<file path="src/logic/eeprom_front_pkg.sv">
// Constants and types shared by the serial EEPROM slave front end
package eeprom_front_pkg;

	// ****************************************
	// Control byte layout
	// ****************************************
	localparam logic [3:0] DEVICE_CODE     = 4'hA;
	localparam int         CODE_MSB        = 7;
	localparam int         CODE_LSB        = 4;
	localparam int         SELECT_MSB      = 3;
	localparam int         SELECT_LSB      = 1;
	localparam int         RW_BIT          = 0;
	localparam logic       RW_READ         = 1'b1;
	localparam logic [3:0] BITS_PER_BYTE   = 4'h8;

	// ****************************************
	// Synchronised line vector
	// ****************************************
	localparam int LINE_SCL   = 0;
	localparam int LINE_SDA   = 1;
	localparam int LINE_CS0   = 2;
	localparam int LINE_CS2   = 4;
	localparam int LINE_WP    = 5;
	localparam int LINE_LOWV  = 6;
	localparam int LINE_WIDTH = 7;
	// Free bus after reset: clock and data high, pins low
	localparam logic [LINE_WIDTH-1:0] LINES_IDLE = 7'h03;

	// ****************************************
	// Density variants and their ignored select bits
	// ****************************************
	typedef enum logic [1:0] {
		DENS_BLOCK_NONE,
		DENS_BLOCK_LOW,
		DENS_BLOCK_ALL,
		DENS_CHIP_PINS
	} density_t;

	localparam logic [2:0] MASK_BLOCK_NONE = 3'h7;
	localparam logic [2:0] MASK_BLOCK_LOW  = 3'h6;
	localparam logic [2:0] MASK_BLOCK_ALL  = 3'h0;

	// ****************************************
	// Transfer states
	// ****************************************
	typedef enum logic [2:0] {
		ST_IDLE,
		ST_CTRL,
		ST_CTRL_ACK,
		ST_RX,
		ST_RX_ACK,
		ST_TX,
		ST_TX_ACK,
		ST_IGNORE
	} front_state_t;

endpackage : eeprom_front_pkg

</file>
<file path="src/logic/front_if.sv">
// Interface joining the line synchroniser, the shifter and the control logic
`timescale 1ns/1ns
interface front_if;
	logic       scl_rise;
	logic       scl_fall;
	logic       start_seen;
	logic       stop_seen;
	logic       sda_lvl;
	logic [2:0] cs_pins;
	logic       wp_lvl;
	logic       lowv_lvl;
	logic       sh_clear;
	logic       sh_shift;
	logic       sh_bit;
	logic       sh_load;
	logic [7:0] sh_load_byte;
	logic [7:0] sh_data;
	logic [3:0] sh_count;

	modport line_mp (output scl_rise, scl_fall, start_seen, stop_seen, sda_lvl,
		cs_pins, wp_lvl, lowv_lvl);
	modport shift_mp (input sh_clear, sh_shift, sh_bit, sh_load, sh_load_byte,
		output sh_data, sh_count);
	modport ctrl_mp (input scl_rise, scl_fall, start_seen, stop_seen, sda_lvl,
		cs_pins, wp_lvl, lowv_lvl, sh_data, sh_count,
		output sh_clear, sh_shift, sh_bit, sh_load, sh_load_byte);
endinterface : front_if

</file>
<file path="src/logic/line_sync.sv">
// Two-flop synchroniser for bus lines and pins, with edge and condition detection
`timescale 1ns/1ns
module line_sync (
	input  wire logic                                    clk,
	input  wire logic                                    rstn,
	input  wire logic [eeprom_front_pkg::LINE_WIDTH-1:0] lines_in,
	front_if.line_mp                                     ln
);

	// ****************************************
	// State
	// ****************************************
	typedef struct packed {
		logic [eeprom_front_pkg::LINE_WIDTH-1:0] meta;
		logic [eeprom_front_pkg::LINE_WIDTH-1:0] sync;
		logic                                    scl_prev;
		logic                                    sda_prev;
		logic                                    scl_rise;
		logic                                    scl_fall;
		logic                                    start_seen;
		logic                                    stop_seen;
	} line_reg_t;

	line_reg_t line_reg;
	line_reg_t line_next;
	logic      scl_s;
	logic      sda_s;

	assign scl_s = line_reg.sync[eeprom_front_pkg::LINE_SCL];
	assign sda_s = line_reg.sync[eeprom_front_pkg::LINE_SDA];

	// Meta stage feeds only the sync stage; all detection looks at sync and prev
	always_comb begin
		line_next            = line_reg;
		line_next.meta       = lines_in;
		line_next.sync       = line_reg.meta;
		line_next.scl_prev   = scl_s;
		line_next.sda_prev   = sda_s;
		line_next.scl_rise   = scl_s & ~line_reg.scl_prev;
		line_next.scl_fall   = ~scl_s & line_reg.scl_prev;
		line_next.start_seen = scl_s & line_reg.scl_prev & line_reg.sda_prev & ~sda_s;
		line_next.stop_seen  = scl_s & line_reg.scl_prev & ~line_reg.sda_prev & sda_s;
	end

	// Idle bus reads as both lines high after reset
	always_ff @(posedge clk) begin
		if (!rstn) begin
			line_reg          <= '0;
			line_reg.meta     <= eeprom_front_pkg::LINES_IDLE;
			line_reg.sync     <= eeprom_front_pkg::LINES_IDLE;
			line_reg.scl_prev <= 1'b1;
			line_reg.sda_prev <= 1'b1;
		end else begin
			line_reg <= line_next;
		end
	end

	assign ln.scl_rise   = line_reg.scl_rise;
	assign ln.scl_fall   = line_reg.scl_fall;
	assign ln.start_seen = line_reg.start_seen;
	assign ln.stop_seen  = line_reg.stop_seen;
	assign ln.sda_lvl    = line_reg.sda_prev;
	assign ln.cs_pins    = line_reg.sync[eeprom_front_pkg::LINE_CS2:eeprom_front_pkg::LINE_CS0];
	assign ln.wp_lvl     = line_reg.sync[eeprom_front_pkg::LINE_WP];
	assign ln.lowv_lvl   = line_reg.sync[eeprom_front_pkg::LINE_LOWV];

endmodule : line_sync

</file>
<file path="src/logic/byte_shifter.sv">
// Eight-bit shift register with bit counter, used for both directions
`timescale 1ns/1ns
module byte_shifter (
	input  wire logic clk,
	input  wire logic rstn,
	front_if.shift_mp sh
);

	typedef struct packed {
		logic [7:0] data;
		logic [3:0] count;
	} shift_reg_t;

	shift_reg_t shift_reg;
	shift_reg_t shift_next;

	// Load beats clear beats shift; shifting moves MSB first
	always_comb begin
		shift_next = shift_reg;
		if (sh.sh_load) begin
			shift_next.data  = sh.sh_load_byte;
			shift_next.count = 4'h0;
		end else if (sh.sh_clear) begin
			shift_next.data  = 8'h00;
			shift_next.count = 4'h0;
		end else if (sh.sh_shift) begin
			shift_next.data  = {shift_reg.data[6:0], sh.sh_bit};
			shift_next.count = shift_reg.count + 4'h1;
		end
	end

	always_ff @(posedge clk) begin
		if (!rstn) begin
			shift_reg <= '0;
		end else begin
			shift_reg <= shift_next;
		end
	end

	assign sh.sh_data  = shift_reg.data;
	assign sh.sh_count = shift_reg.count;

endmodule : byte_shifter

</file>
<file path="src/logic/eeprom_serial_slave_front.sv">
// Serial EEPROM two-wire slave front end: conditions, control byte, acknowledge
`timescale 1ns/1ns
module eeprom_serial_slave_front #(
	parameter eeprom_front_pkg::density_t DENSITY = eeprom_front_pkg::DENS_CHIP_PINS
) (
	input  wire logic       clk,
	input  wire logic       rstn,
	input  wire logic       scl_in,
	input  wire logic       sda_in,
	output      logic       sda_out,
	output      logic       sda_oe,
	input  wire logic       chip_select_pin0,
	input  wire logic       chip_select_pin1,
	input  wire logic       chip_select_pin2,
	input  wire logic       write_protect,
	input  wire logic       supply_low,
	input  wire logic       write_busy,
	input  wire logic [7:0] tx_byte,
	output      logic       selected,
	output      logic       read_mode,
	output      logic [2:0] block_select,
	output      logic       ctrl_valid,
	output      logic [7:0] rx_byte,
	output      logic       rx_valid,
	output      logic       tx_req,
	output      logic       write_start,
	output      logic       write_refused
);

	// ****************************************
	// Select-bit mask for the chosen density
	// ****************************************
	localparam logic [2:0] IGNORE_MASK =
		(DENSITY == eeprom_front_pkg::DENS_BLOCK_NONE) ? eeprom_front_pkg::MASK_BLOCK_NONE :
		(DENSITY == eeprom_front_pkg::DENS_BLOCK_LOW)  ? eeprom_front_pkg::MASK_BLOCK_LOW  :
		eeprom_front_pkg::MASK_BLOCK_ALL;

	// ****************************************
	// State
	// ****************************************
	typedef struct packed {
		eeprom_front_pkg::front_state_t state;
		logic                           sda_oe;
		logic                           sda_o;
		logic                           selected;
		logic                           read_mode;
		logic [2:0]                     block_select;
		logic                           ctrl_valid;
		logic [7:0]                     rx_byte;
		logic                           rx_valid;
		logic                           tx_req;
		logic                           write_armed;
		logic                           wp_seen;
		logic                           write_start;
		logic                           write_refused;
	} front_reg_t;

	front_reg_t front_reg;
	front_reg_t front_next;

	front_if lnk ();

	logic       byte_done;
	logic [3:0] code_rx;
	logic [2:0] select_rx;
	logic       code_ok;
	logic       select_ok;
	logic       tx_load;

	// ****************************************
	// Line synchroniser and shift register
	// ****************************************
	line_sync u_line_sync (
		.clk      (clk),
		.rstn     (rstn),
		.lines_in ({supply_low, write_protect, chip_select_pin2, chip_select_pin1,
			chip_select_pin0, sda_in, scl_in}),
		.ln       (lnk.line_mp)
	);

	byte_shifter u_byte_shifter (
		.clk  (clk),
		.rstn (rstn),
		.sh   (lnk.shift_mp)
	);

	// ****************************************
	// Control byte decode
	// ****************************************
	// Fields are read at the eighth fall, while the shifter still holds the byte
	assign byte_done = (lnk.sh_count == eeprom_front_pkg::BITS_PER_BYTE);
	assign code_rx   = lnk.sh_data[eeprom_front_pkg::CODE_MSB:eeprom_front_pkg::CODE_LSB];
	assign select_rx = lnk.sh_data[eeprom_front_pkg::SELECT_MSB:eeprom_front_pkg::SELECT_LSB];
	assign code_ok   = (code_rx == eeprom_front_pkg::DEVICE_CODE);

	// Pin variants compare against the pins; block variants accept any select value
	always_comb begin
		if (DENSITY == eeprom_front_pkg::DENS_CHIP_PINS) begin
			select_ok = (select_rx == lnk.cs_pins);
		end else begin
			select_ok = 1'b1;
		end
	end

	// ****************************************
	// Shifter steering
	// ****************************************
	// Bits are taken on the clock rise, when the line is guaranteed stable
	assign lnk.sh_shift = lnk.scl_rise && !byte_done &&
		(front_reg.state == eeprom_front_pkg::ST_CTRL ||
		front_reg.state == eeprom_front_pkg::ST_RX ||
		front_reg.state == eeprom_front_pkg::ST_TX);
	assign lnk.sh_bit = lnk.sda_lvl;

	// Next transmit byte is taken on the fall ending the control or master acknowledge
	assign tx_load = lnk.scl_fall && !lnk.start_seen && !lnk.stop_seen &&
		((front_reg.state == eeprom_front_pkg::ST_CTRL_ACK && front_reg.read_mode) ||
		(front_reg.state == eeprom_front_pkg::ST_TX_ACK && front_reg.selected));
	assign lnk.sh_load      = tx_load;
	assign lnk.sh_load_byte = tx_byte;
	assign lnk.sh_clear     = lnk.start_seen ||
		(lnk.scl_fall && (front_reg.state == eeprom_front_pkg::ST_CTRL_ACK ||
		front_reg.state == eeprom_front_pkg::ST_RX_ACK));

	// ****************************************
	// Transfer sequencing
	// ****************************************
	always_comb begin
		front_next               = front_reg;
		front_next.sda_o         = 1'b0;
		front_next.ctrl_valid    = 1'b0;
		front_next.rx_valid      = 1'b0;
		front_next.tx_req        = 1'b0;
		front_next.write_start   = 1'b0;
		front_next.write_refused = 1'b0;

		// Write protect is followed on every clock rise up to the stop
		if (lnk.scl_rise && front_reg.write_armed) begin
			front_next.wp_seen = lnk.wp_lvl;
		end

		if (lnk.start_seen) begin
			// A start restarts decoding from any state, even mid-byte
			front_next.state       = eeprom_front_pkg::ST_CTRL;
			front_next.sda_oe      = 1'b0;
			front_next.selected    = 1'b0;
			front_next.write_armed = 1'b0;
		end else if (lnk.stop_seen) begin
			// Stop ends the operation and launches the write when allowed
			if (front_reg.write_armed) begin
				if (front_reg.wp_seen || lnk.lowv_lvl) begin
					front_next.write_refused = 1'b1;
				end else begin
					front_next.write_start = 1'b1;
				end
			end
			front_next.state       = eeprom_front_pkg::ST_IDLE;
			front_next.sda_oe      = 1'b0;
			front_next.selected    = 1'b0;
			front_next.write_armed = 1'b0;
		end else begin
			case (front_reg.state)
				eeprom_front_pkg::ST_CTRL: begin
					if (lnk.scl_fall && byte_done) begin
						// Busy, wrong code or wrong pins all leave the line released
						if (code_ok && select_ok && !write_busy) begin
							front_next.state        = eeprom_front_pkg::ST_CTRL_ACK;
							front_next.sda_oe       = 1'b1;
							front_next.selected     = 1'b1;
							front_next.read_mode    =
								(lnk.sh_data[eeprom_front_pkg::RW_BIT] ==
								eeprom_front_pkg::RW_READ);
							front_next.block_select = select_rx & ~IGNORE_MASK;
							front_next.ctrl_valid   = 1'b1;
						end else begin
							front_next.state = eeprom_front_pkg::ST_IGNORE;
						end
					end
				end
				eeprom_front_pkg::ST_CTRL_ACK: begin
					// Acknowledge stays low across the whole ninth clock high
					if (lnk.scl_fall) begin
						if (front_reg.read_mode) begin
							front_next.state  = eeprom_front_pkg::ST_TX;
							front_next.sda_oe = ~tx_byte[7];
							front_next.tx_req = 1'b1;
						end else begin
							front_next.state       = eeprom_front_pkg::ST_RX;
							front_next.sda_oe      = 1'b0;
							front_next.write_armed = 1'b1;
							front_next.wp_seen     = lnk.wp_lvl;
						end
					end
				end
				eeprom_front_pkg::ST_RX: begin
					if (lnk.scl_fall && byte_done) begin
						front_next.state    = eeprom_front_pkg::ST_RX_ACK;
						front_next.sda_oe   = 1'b1;
						front_next.rx_byte  = lnk.sh_data;
						front_next.rx_valid = 1'b1;
					end
				end
				eeprom_front_pkg::ST_RX_ACK: begin
					if (lnk.scl_fall) begin
						front_next.state  = eeprom_front_pkg::ST_RX;
						front_next.sda_oe = 1'b0;
					end
				end
				eeprom_front_pkg::ST_TX: begin
					// Next bit goes out only after the clock has fallen
					if (lnk.scl_fall) begin
						if (byte_done) begin
							front_next.state  = eeprom_front_pkg::ST_TX_ACK;
							front_next.sda_oe = 1'b0;
						end else begin
							front_next.sda_oe = ~lnk.sh_data[7];
						end
					end
				end
				eeprom_front_pkg::ST_TX_ACK: begin
					if (lnk.scl_rise && lnk.sda_lvl) begin
						// Master withheld its acknowledge: leave the line high
						front_next.state    = eeprom_front_pkg::ST_IGNORE;
						front_next.selected = 1'b0;
					end else if (lnk.scl_fall && front_reg.selected) begin
						// Master acknowledged: the next byte starts at this fall
						front_next.state  = eeprom_front_pkg::ST_TX;
						front_next.sda_oe = ~tx_byte[7];
						front_next.tx_req = 1'b1;
					end
				end
				eeprom_front_pkg::ST_IGNORE: begin
					front_next.sda_oe = 1'b0;
				end
				eeprom_front_pkg::ST_IDLE: begin
					// Free bus: nothing is driven until a start arrives
					front_next.sda_oe = 1'b0;
				end
				default: begin
					front_next.sda_oe = 1'b0;
				end
			endcase
		end
	end

	// ****************************************
	// State register
	// ****************************************
	// Synchronous reset parks the sequencer idle with the data line released
	always_ff @(posedge clk) begin
		if (!rstn) begin
			front_reg       <= '0;
			front_reg.state <= eeprom_front_pkg::ST_IDLE;
		end else begin
			front_reg <= front_next;
		end
	end

	// ****************************************
	// Outputs, all straight from flops
	// ****************************************
	// Registered outputs keep the data drive free of decode glitches
	assign sda_out       = front_reg.sda_o;
	assign sda_oe        = front_reg.sda_oe;
	assign selected      = front_reg.selected;
	assign read_mode     = front_reg.read_mode;
	assign block_select  = front_reg.block_select;
	assign ctrl_valid    = front_reg.ctrl_valid;
	assign rx_byte       = front_reg.rx_byte;
	assign rx_valid      = front_reg.rx_valid;
	assign tx_req        = front_reg.tx_req;
	assign write_start   = front_reg.write_start;
	assign write_refused = front_reg.write_refused;

endmodule : eeprom_serial_slave_front

</file>
<file path="config.mk">
export PLATFORM = sky130hd
export DESIGN_NAME = eeprom_serial_slave_front
export DESIGN_NICKNAME = d
export VERILOG_FILES = /design/src/logic/eeprom_front_pkg.sv /design/src/logic/front_if.sv /design/src/logic/line_sync.sv /design/src/logic/byte_shifter.sv /design/src/logic/eeprom_serial_slave_front.sv
export SDC_FILE = /design/constraint.sdc
export NUM_CORES = 1
export LEC_CHECK = 0
export BUFFER_PORTS_ARGS = -buffer_cell sky130_fd_sc_hd__buf_2
export CORE_ASPECT_RATIO = 2
export CORE_MARGIN = 2
export CORE_UTILIZATION = 50
export CTS_CLUSTER_DIAMETER = 120
export DETAILED_ROUTE_END_ITERATION = 10
export PLACE_DENSITY_LB_ADDON = 0.12
export SLEW_MARGIN = 0
export SYNTH_ARGS = -nofsm -noshare
export SYNTH_HDL_FRONTEND = slang
export SYNTH_SLANG_ARGS = --single-unit
</file>
<file path="constraint.sdc">
create_clock -name clk -period 3.8 [get_ports clk]
set_input_delay 0.76 -clock clk [delete_from_list [all_inputs] [get_ports clk]]
set_output_delay 0.76 -clock clk [all_outputs]
set_load 0.05 [all_outputs]
</file>
==> flow_summary.ini, run 1 <==
[floorplanning]
core_um2 = 4860
dieArea_um2 = 5670
io_pins = 38
die_w_um = 54.3
rows = 36
fp.dieH_um = 105
start_util = 0.519

[flow_run]
maxCapViolations = 0

[placed_design]
port_buffers = 36
gp_congestion = 0.882
dp_hpwl_um = 3790
placed_cells = 331

[cts]
clock_sinks = 56
clk_latency_ns = 0.30
clk_path_buf_depth = 2
ctsHoldBuffers = 0
h-tree-depth = 2
cts_buffers = 5
cts_tree = done
cts_setup_buffers = 0
cts_root_buffer = clkbuf_8
clk_pin_slew_worst_paths_ns = 0.09
cts_resized = 0

[power]
cellPowerDensity_nw_per_um2 = 363
power_mw = 0.974
ir_drop_mv = 0.293
power.leakage_nw = 1.25

[grt]
antenna_found_initial = 0
use_met1 = 0.215
grt_use_total = 0.191
grt_max_degree = 32
grt_pass1_vias = 1716
grt.overflow.total = 0
gr-usage-met2 = 0.328
grt_pass1_wl_um = 8090
gr-max-usage-layer = met2
grt_use_met3 = 0.0230

[logic_synthesis]
netlist_area_um2 = 2530
netlist_instances = 263
synthArstFlopShare = 0
synthesis.nets = 283
ys_types = 52
synth_warnings = 0
avgSynthCellArea_um2 = 9.61
ys.flop_type = dfxtp_1
ys_seq_area_frac = 0.444
synth_seq_cells = 56
synth_edf_count = 0

[hold_path]
worstHoldPathCells = 1
holdPathEnd = u_line_sync.line_next[4]$_SDFF_PN1_
hp-start = u_line_sync.line_next[7]$_SDFF_PN1_
hold_path_class = reg -> reg

[route]
ant_nets = 0
vias = 1872
wirelength_um = 5080
firstDrtPassIters = 4
wl_per_cell_um = 15.0
drc = 0
first_iter_violations = 47
via_per_inst = 5.52

[setup_path]
rr_worst_depth = 5
timing.rr.start = front_reg[22]$_SDFFE_PN0P_
r2r_end = rx_byte[0]$_SDFFE_PN0P_
cp_common_cell = nor2_1
cp-start-kind = register
crit_chain = inv_1 > nor2_1 > nand4_1 > mux2i_1 > nor2_1
crit_type = reg -> reg
path_max_fanout = 17
cp_slowest_cell = dfxtp_1
critPathArrivalTime_ns = 2.36
cp_data_required_time_ns = 3.98
slowest_delay_ns = 0.69
endpoint_kind = register
reg2reg_setup_slack_ns = 1.62

[finish]
layout_common_cells = 56 x dfxtp_1, 37 x nor2_1, 36 x buf_2
largest_register_ffs = 9
final_nets = 301
fillers = 471
final_cell_count_no_fill = 339
ff_latch_area_um2 = 1120
layout_commonest_cell = dfxtp_1
diodes = 0
area_delta_synth_final_pct = 6.09
multi_input_area_um2 = 1190
postLayoutCoreUtil = 0.551
drive_above_1_share = 0.202

[timing]
relSlewSlack = 0.520
period_share = 0.573
hold_viol_final = 0
max_freq_ghz = 0.460
slew_viol_final = 0
tns_ns = 0
finClkSkew_ns = 0.00288
rsz0062_at_grt = false
period_minus_slack_ns = 2.18
tightest_slew_ns = 0.719
setup_viol = 0

[status]
status = completed
==> synth_stat cells, types with 2 or more instances <==
library cell | count | share of area
o2bb2ai_1 | 8 | 0.028
mux2i_1 | 15 | 0.059
nand4_1 | 3 | 0.0074
buf_4 | 13 | 0.039
buf_2 | 3 | 0.0059
a21oi_1 | 6 | 0.012
nor2b_1 | 3 | 0.0074
and3_1 | 2 | 0.0050
nand2_1 | 13 | 0.019
nor3b_1 | 2 | 0.0059
o21ai_0 | 4 | 0.0079
buf_6 | 5 | 0.022
nand3b_1 | 2 | 0.0059
nor2_1 | 37 | 0.055
a31oi_1 | 4 | 0.0099
xnor2_1 | 5 | 0.017
o211a_1 | 8 | 0.032
a211oi_1 | 3 | 0.0089
ha_1 | 2 | 0.0099
clkbuf_1 | 2 | 0.0030
and2_1 | 11 | 0.027
inv_1 | 8 | 0.012
nand2_2 | 2 | 0.0050
o211ai_1 | 2 | 0.0059
dfxtp_1 | 56 | 0.44
nand3_1 | 4 | 0.0079
nor3_1 | 8 | 0.016
nor2_4 | 2 | 0.0089
xor2_1 | 2 | 0.0069
nand2b_1 | 6 | 0.015
==> stage by stage <==
step                      hold WS [ns]  instance area [um2]  worst slack (ns)
after CTS                        0.420                 2680              1.65
after floorplan                  0.386                 2530              1.93
after detailed placement         0.396                 2590              1.34
after global placement           0.389                 2590              1.43
final                            0.415                 2680              1.62
after global routing             0.429                 2680              1.39
==> how the worst max path moves through the flow <==
stage                                           from                          to  depth (start not counted)
final                     front_reg[22]$_SDFFE_PN0P_     rx_byte[0]$_SDFFE_PN0P_                          5
after global routing      front_reg[22]$_SDFFE_PN0P_     rx_byte[1]$_SDFFE_PN0P_                          5
after CTS                 front_reg[22]$_SDFFE_PN0P_     rx_byte[4]$_SDFFE_PN0P_                          5
after detailed placement                        rstn  front_reg[24]$_SDFFE_PP0P_                          5
after global placement                          rstn  front_reg[24]$_SDFFE_PP0P_                          5
after floorplan                selected$_SDFFE_PP0P_  front_reg[22]$_SDFFE_PN0P_                          6
==> power breakdown <==
part,internal (mW),switching [mW]
clock network,0.129,0.187
logic,0.0211,0.0276
registers,0.598,0.0114
total,0.748,0.226
==> cells by family after synthesis <==
logic type,Yosys count,share of synthesized area
AO/OA/AOI/OAI,45,0.147
XOR/XNOR,7,0.0243
adder cells (fa/ha/maj),2,0.00990
buffers and inverters,33,0.0852
flip-flops,56,0.444
multiplexers,15,0.0594
other,1,0.00148
AND/OR/NAND/NOR,104,0.229
==> area by class of cell <==
cell class / instances / area share
multi-input cells: 174 / 0.444
flip-flops and latches: 56 / 0.418
repair buffers: 36 / 0.0672
well taps: 57 / 0.0266
clock buffers: 5 / 0.0257
inverters: 8 / 0.0112
clock inverters: 3 / 0.00700
==> layer usage <==
metal | share of wire | vias up
met2 | 0.55 | 42
met3 | 0.032 | 14
li1 | - | 931
met4 | 0.038 | 0
met1 | 0.38 | 885
met5 | 0 | -
==> critical path, delay by kind of cell (launching register included) <==
family	cells	cell delay [ns]
buf+inv	1	0.27
flops	1	0.69
mux	1	0.33
simple gates	3	0.75
No activity file was read; power rests on OpenSTA's default activity.
==> run 2, diff against run 1 <==
- clock period: 3.8 -> 2.2 ns (I/O delays scaled with it)
==> run 2 against run 1 <==
Against the previous run:
- first-iteration DRC count is 26% lower
- maximum frequency grew 21%
- clock power is 120% higher
- die area unchanged
- worst hold slack lost 0.11 ns
- sequential share of layout area fell by 1.4 points
- count of clock-buffer cells in the layout rose by 1
- critical path type unchanged
- critical endpoint is now front_reg[22]$_SDFFE_PN0P_
- largest cell class unchanged
==> flow_summary.ini, run 2 (synthesis gave the netlist of run 1 again) <==
[status]
status = completed

[route]
ant_nets = 0
wl_per_cell_um = 14.7
first_iter_violations = 35
drc = 0
via_per_inst = 5.43
vias = 1885
wirelength_um = 5110
firstDrtPassIters = 4

[timing]
slew_viol_final = 0
tightest_slew_ns = 0.671
max_freq_ghz = 0.557
hold_viol_final = 0
relSlewSlack = 0.549
period_share = 0.816
finClkSkew_ns = 0.00915
layout_setup_ws_ns = 0.404
rsz0062_at_grt = false
setup_viol = 0
period_minus_slack_ns = 1.80
tns_ns = 0

[finish]
area_delta_synth_final_pct = 9.81
layout_commonest_cell = dfxtp_1
diodes = 0
largest_register_ffs = 9
layout_common_cells = 56 x dfxtp_1, 37 x nor2_1, 36 x buf_2
drive_above_1_share = 0.224
final_nets = 309
final_cell_count_no_fill = 347

[floorplanning]
dieArea_um2 = 5670
die_w_um = 54.3
core_um2 = 4860
start_util = 0.519
io_pins = 38
rows = 36
fp.dieH_um = 105

[setup_path]
crit_buf_inv = 0
critPathArrivalTime_ns = 2.01
crit_type = reg -> reg
endpoint_kind = register
cp-start-kind = register
cp_slowest_cell = dfxtp_1
path_max_fanout = 8
crit_chain = nand2_2 > a211oi_1 > a41oi_4 > a2111oi_2 > nor2_1
cp_top_family = compound AO/OA/AOI/OAI gates
cp_data_required_time_ns = 2.41
slowest_delay_ns = 0.56

[cts]
clk_path_buf_depth = 2
cts_setup_buffers = 0
clk_latency_ns = 0.32
clock_sinks = 56
h-tree-depth = 2
clk_pin_slew_worst_paths_ns = 0.10
ctsHoldBuffers = 0
cts_tree = done
cts_buffers = 5
cts_resized = 0
cts_root_buffer = clkbuf_8

[grt]
grt_use_total = 0.208
grt_pass1_vias = 1831
grt.overflow.total = 0
grt_pass1_wl_um = 8660
antenna_found_initial = 0
grt_max_degree = 31

[power]
power.leakage_nw = 1.30
cellPowerDensity_nw_per_um2 = 666
ir_drop_mv = 0.709

[placed_design]
dp_hpwl_um = 3860
port_buffers = 36
placed_cells = 339
place_ws_ns = 0.404
gp_congestion = 0.911

[flow_run]
maxCapViolations = 0

[hold_path]
hold_path_class = in -> reg
==> run 2: metrics by stage <==
step                instance area [um2]  hold WS [ns]  power, mW  utilization
global route                       2770         0.294       1.93        0.570
detailed placement                 2650         0.392       1.17        0.545
finish                             2770         0.309       1.85        0.570
floorplan                          2530         0.386       1.13            -
CTS                                2770         0.297       1.88        0.570
global placement                   2650         0.388       1.17        0.545
==> run 2: cell type report <==
cell class,instances,area (um2)
inverter,8,30.0
clock buffer,6,82.6
tap,57,71.3
fill,465,2090
timing repair buffer,44,240
multi-input combinational,174,1190
clock inverter,2,38.8
sequential,56,1120
==> run 2: final timing paths <==
check,end,depth (start not counted),slack [ns],startpoint
worst max-delay path,front_reg[22]$_SDFFE_PN0P_,5,0.40,front_reg[24]$_SDFFE_PP0P_
worst min-delay path,u_line_sync.line_next[7]$_SDFF_PN1_,2,0.31,sda_in
worst max register to register,front_reg[22]$_SDFFE_PN0P_,5,0.40,front_reg[24]$_SDFFE_PP0P_
worst min register to register,u_line_sync.line_next[4]$_SDFF_PN1_,1,0.41,u_line_sync.line_next[7]$_SDFF_PN1_
==> run 2: worst register-to-register path: stages (launching register included) <==
cell and delay, ns:
dfxtp_1 0.56, nand2_2 0.20, a211oi_1 0.38, a41oi_4 0.10, a2111oi_2 0.37, nor2_1 0.08
==> run 2: metal layers <==
metal / GRT usage / vias to the layer above / part of all wire
met5: 0 / - / 0
met4: 0.145 / 0 / 0.059
met3: 0.0489 / 24 / 0.032
met2: 0.336 / 47 / 0.52
met1: 0.222 / 868 / 0.39
li1: - / 946 / -
==> run 2: where the power goes <==
part | internal [mW] | total, mW | switching (mW)
clock | 0.372 | 0.703 | 0.330
sequential | 1.03 | 1.05 | 0.0169
combinational | 0.0397 | 0.0933 | 0.0536
total | 1.45 | 1.85 | 0.401
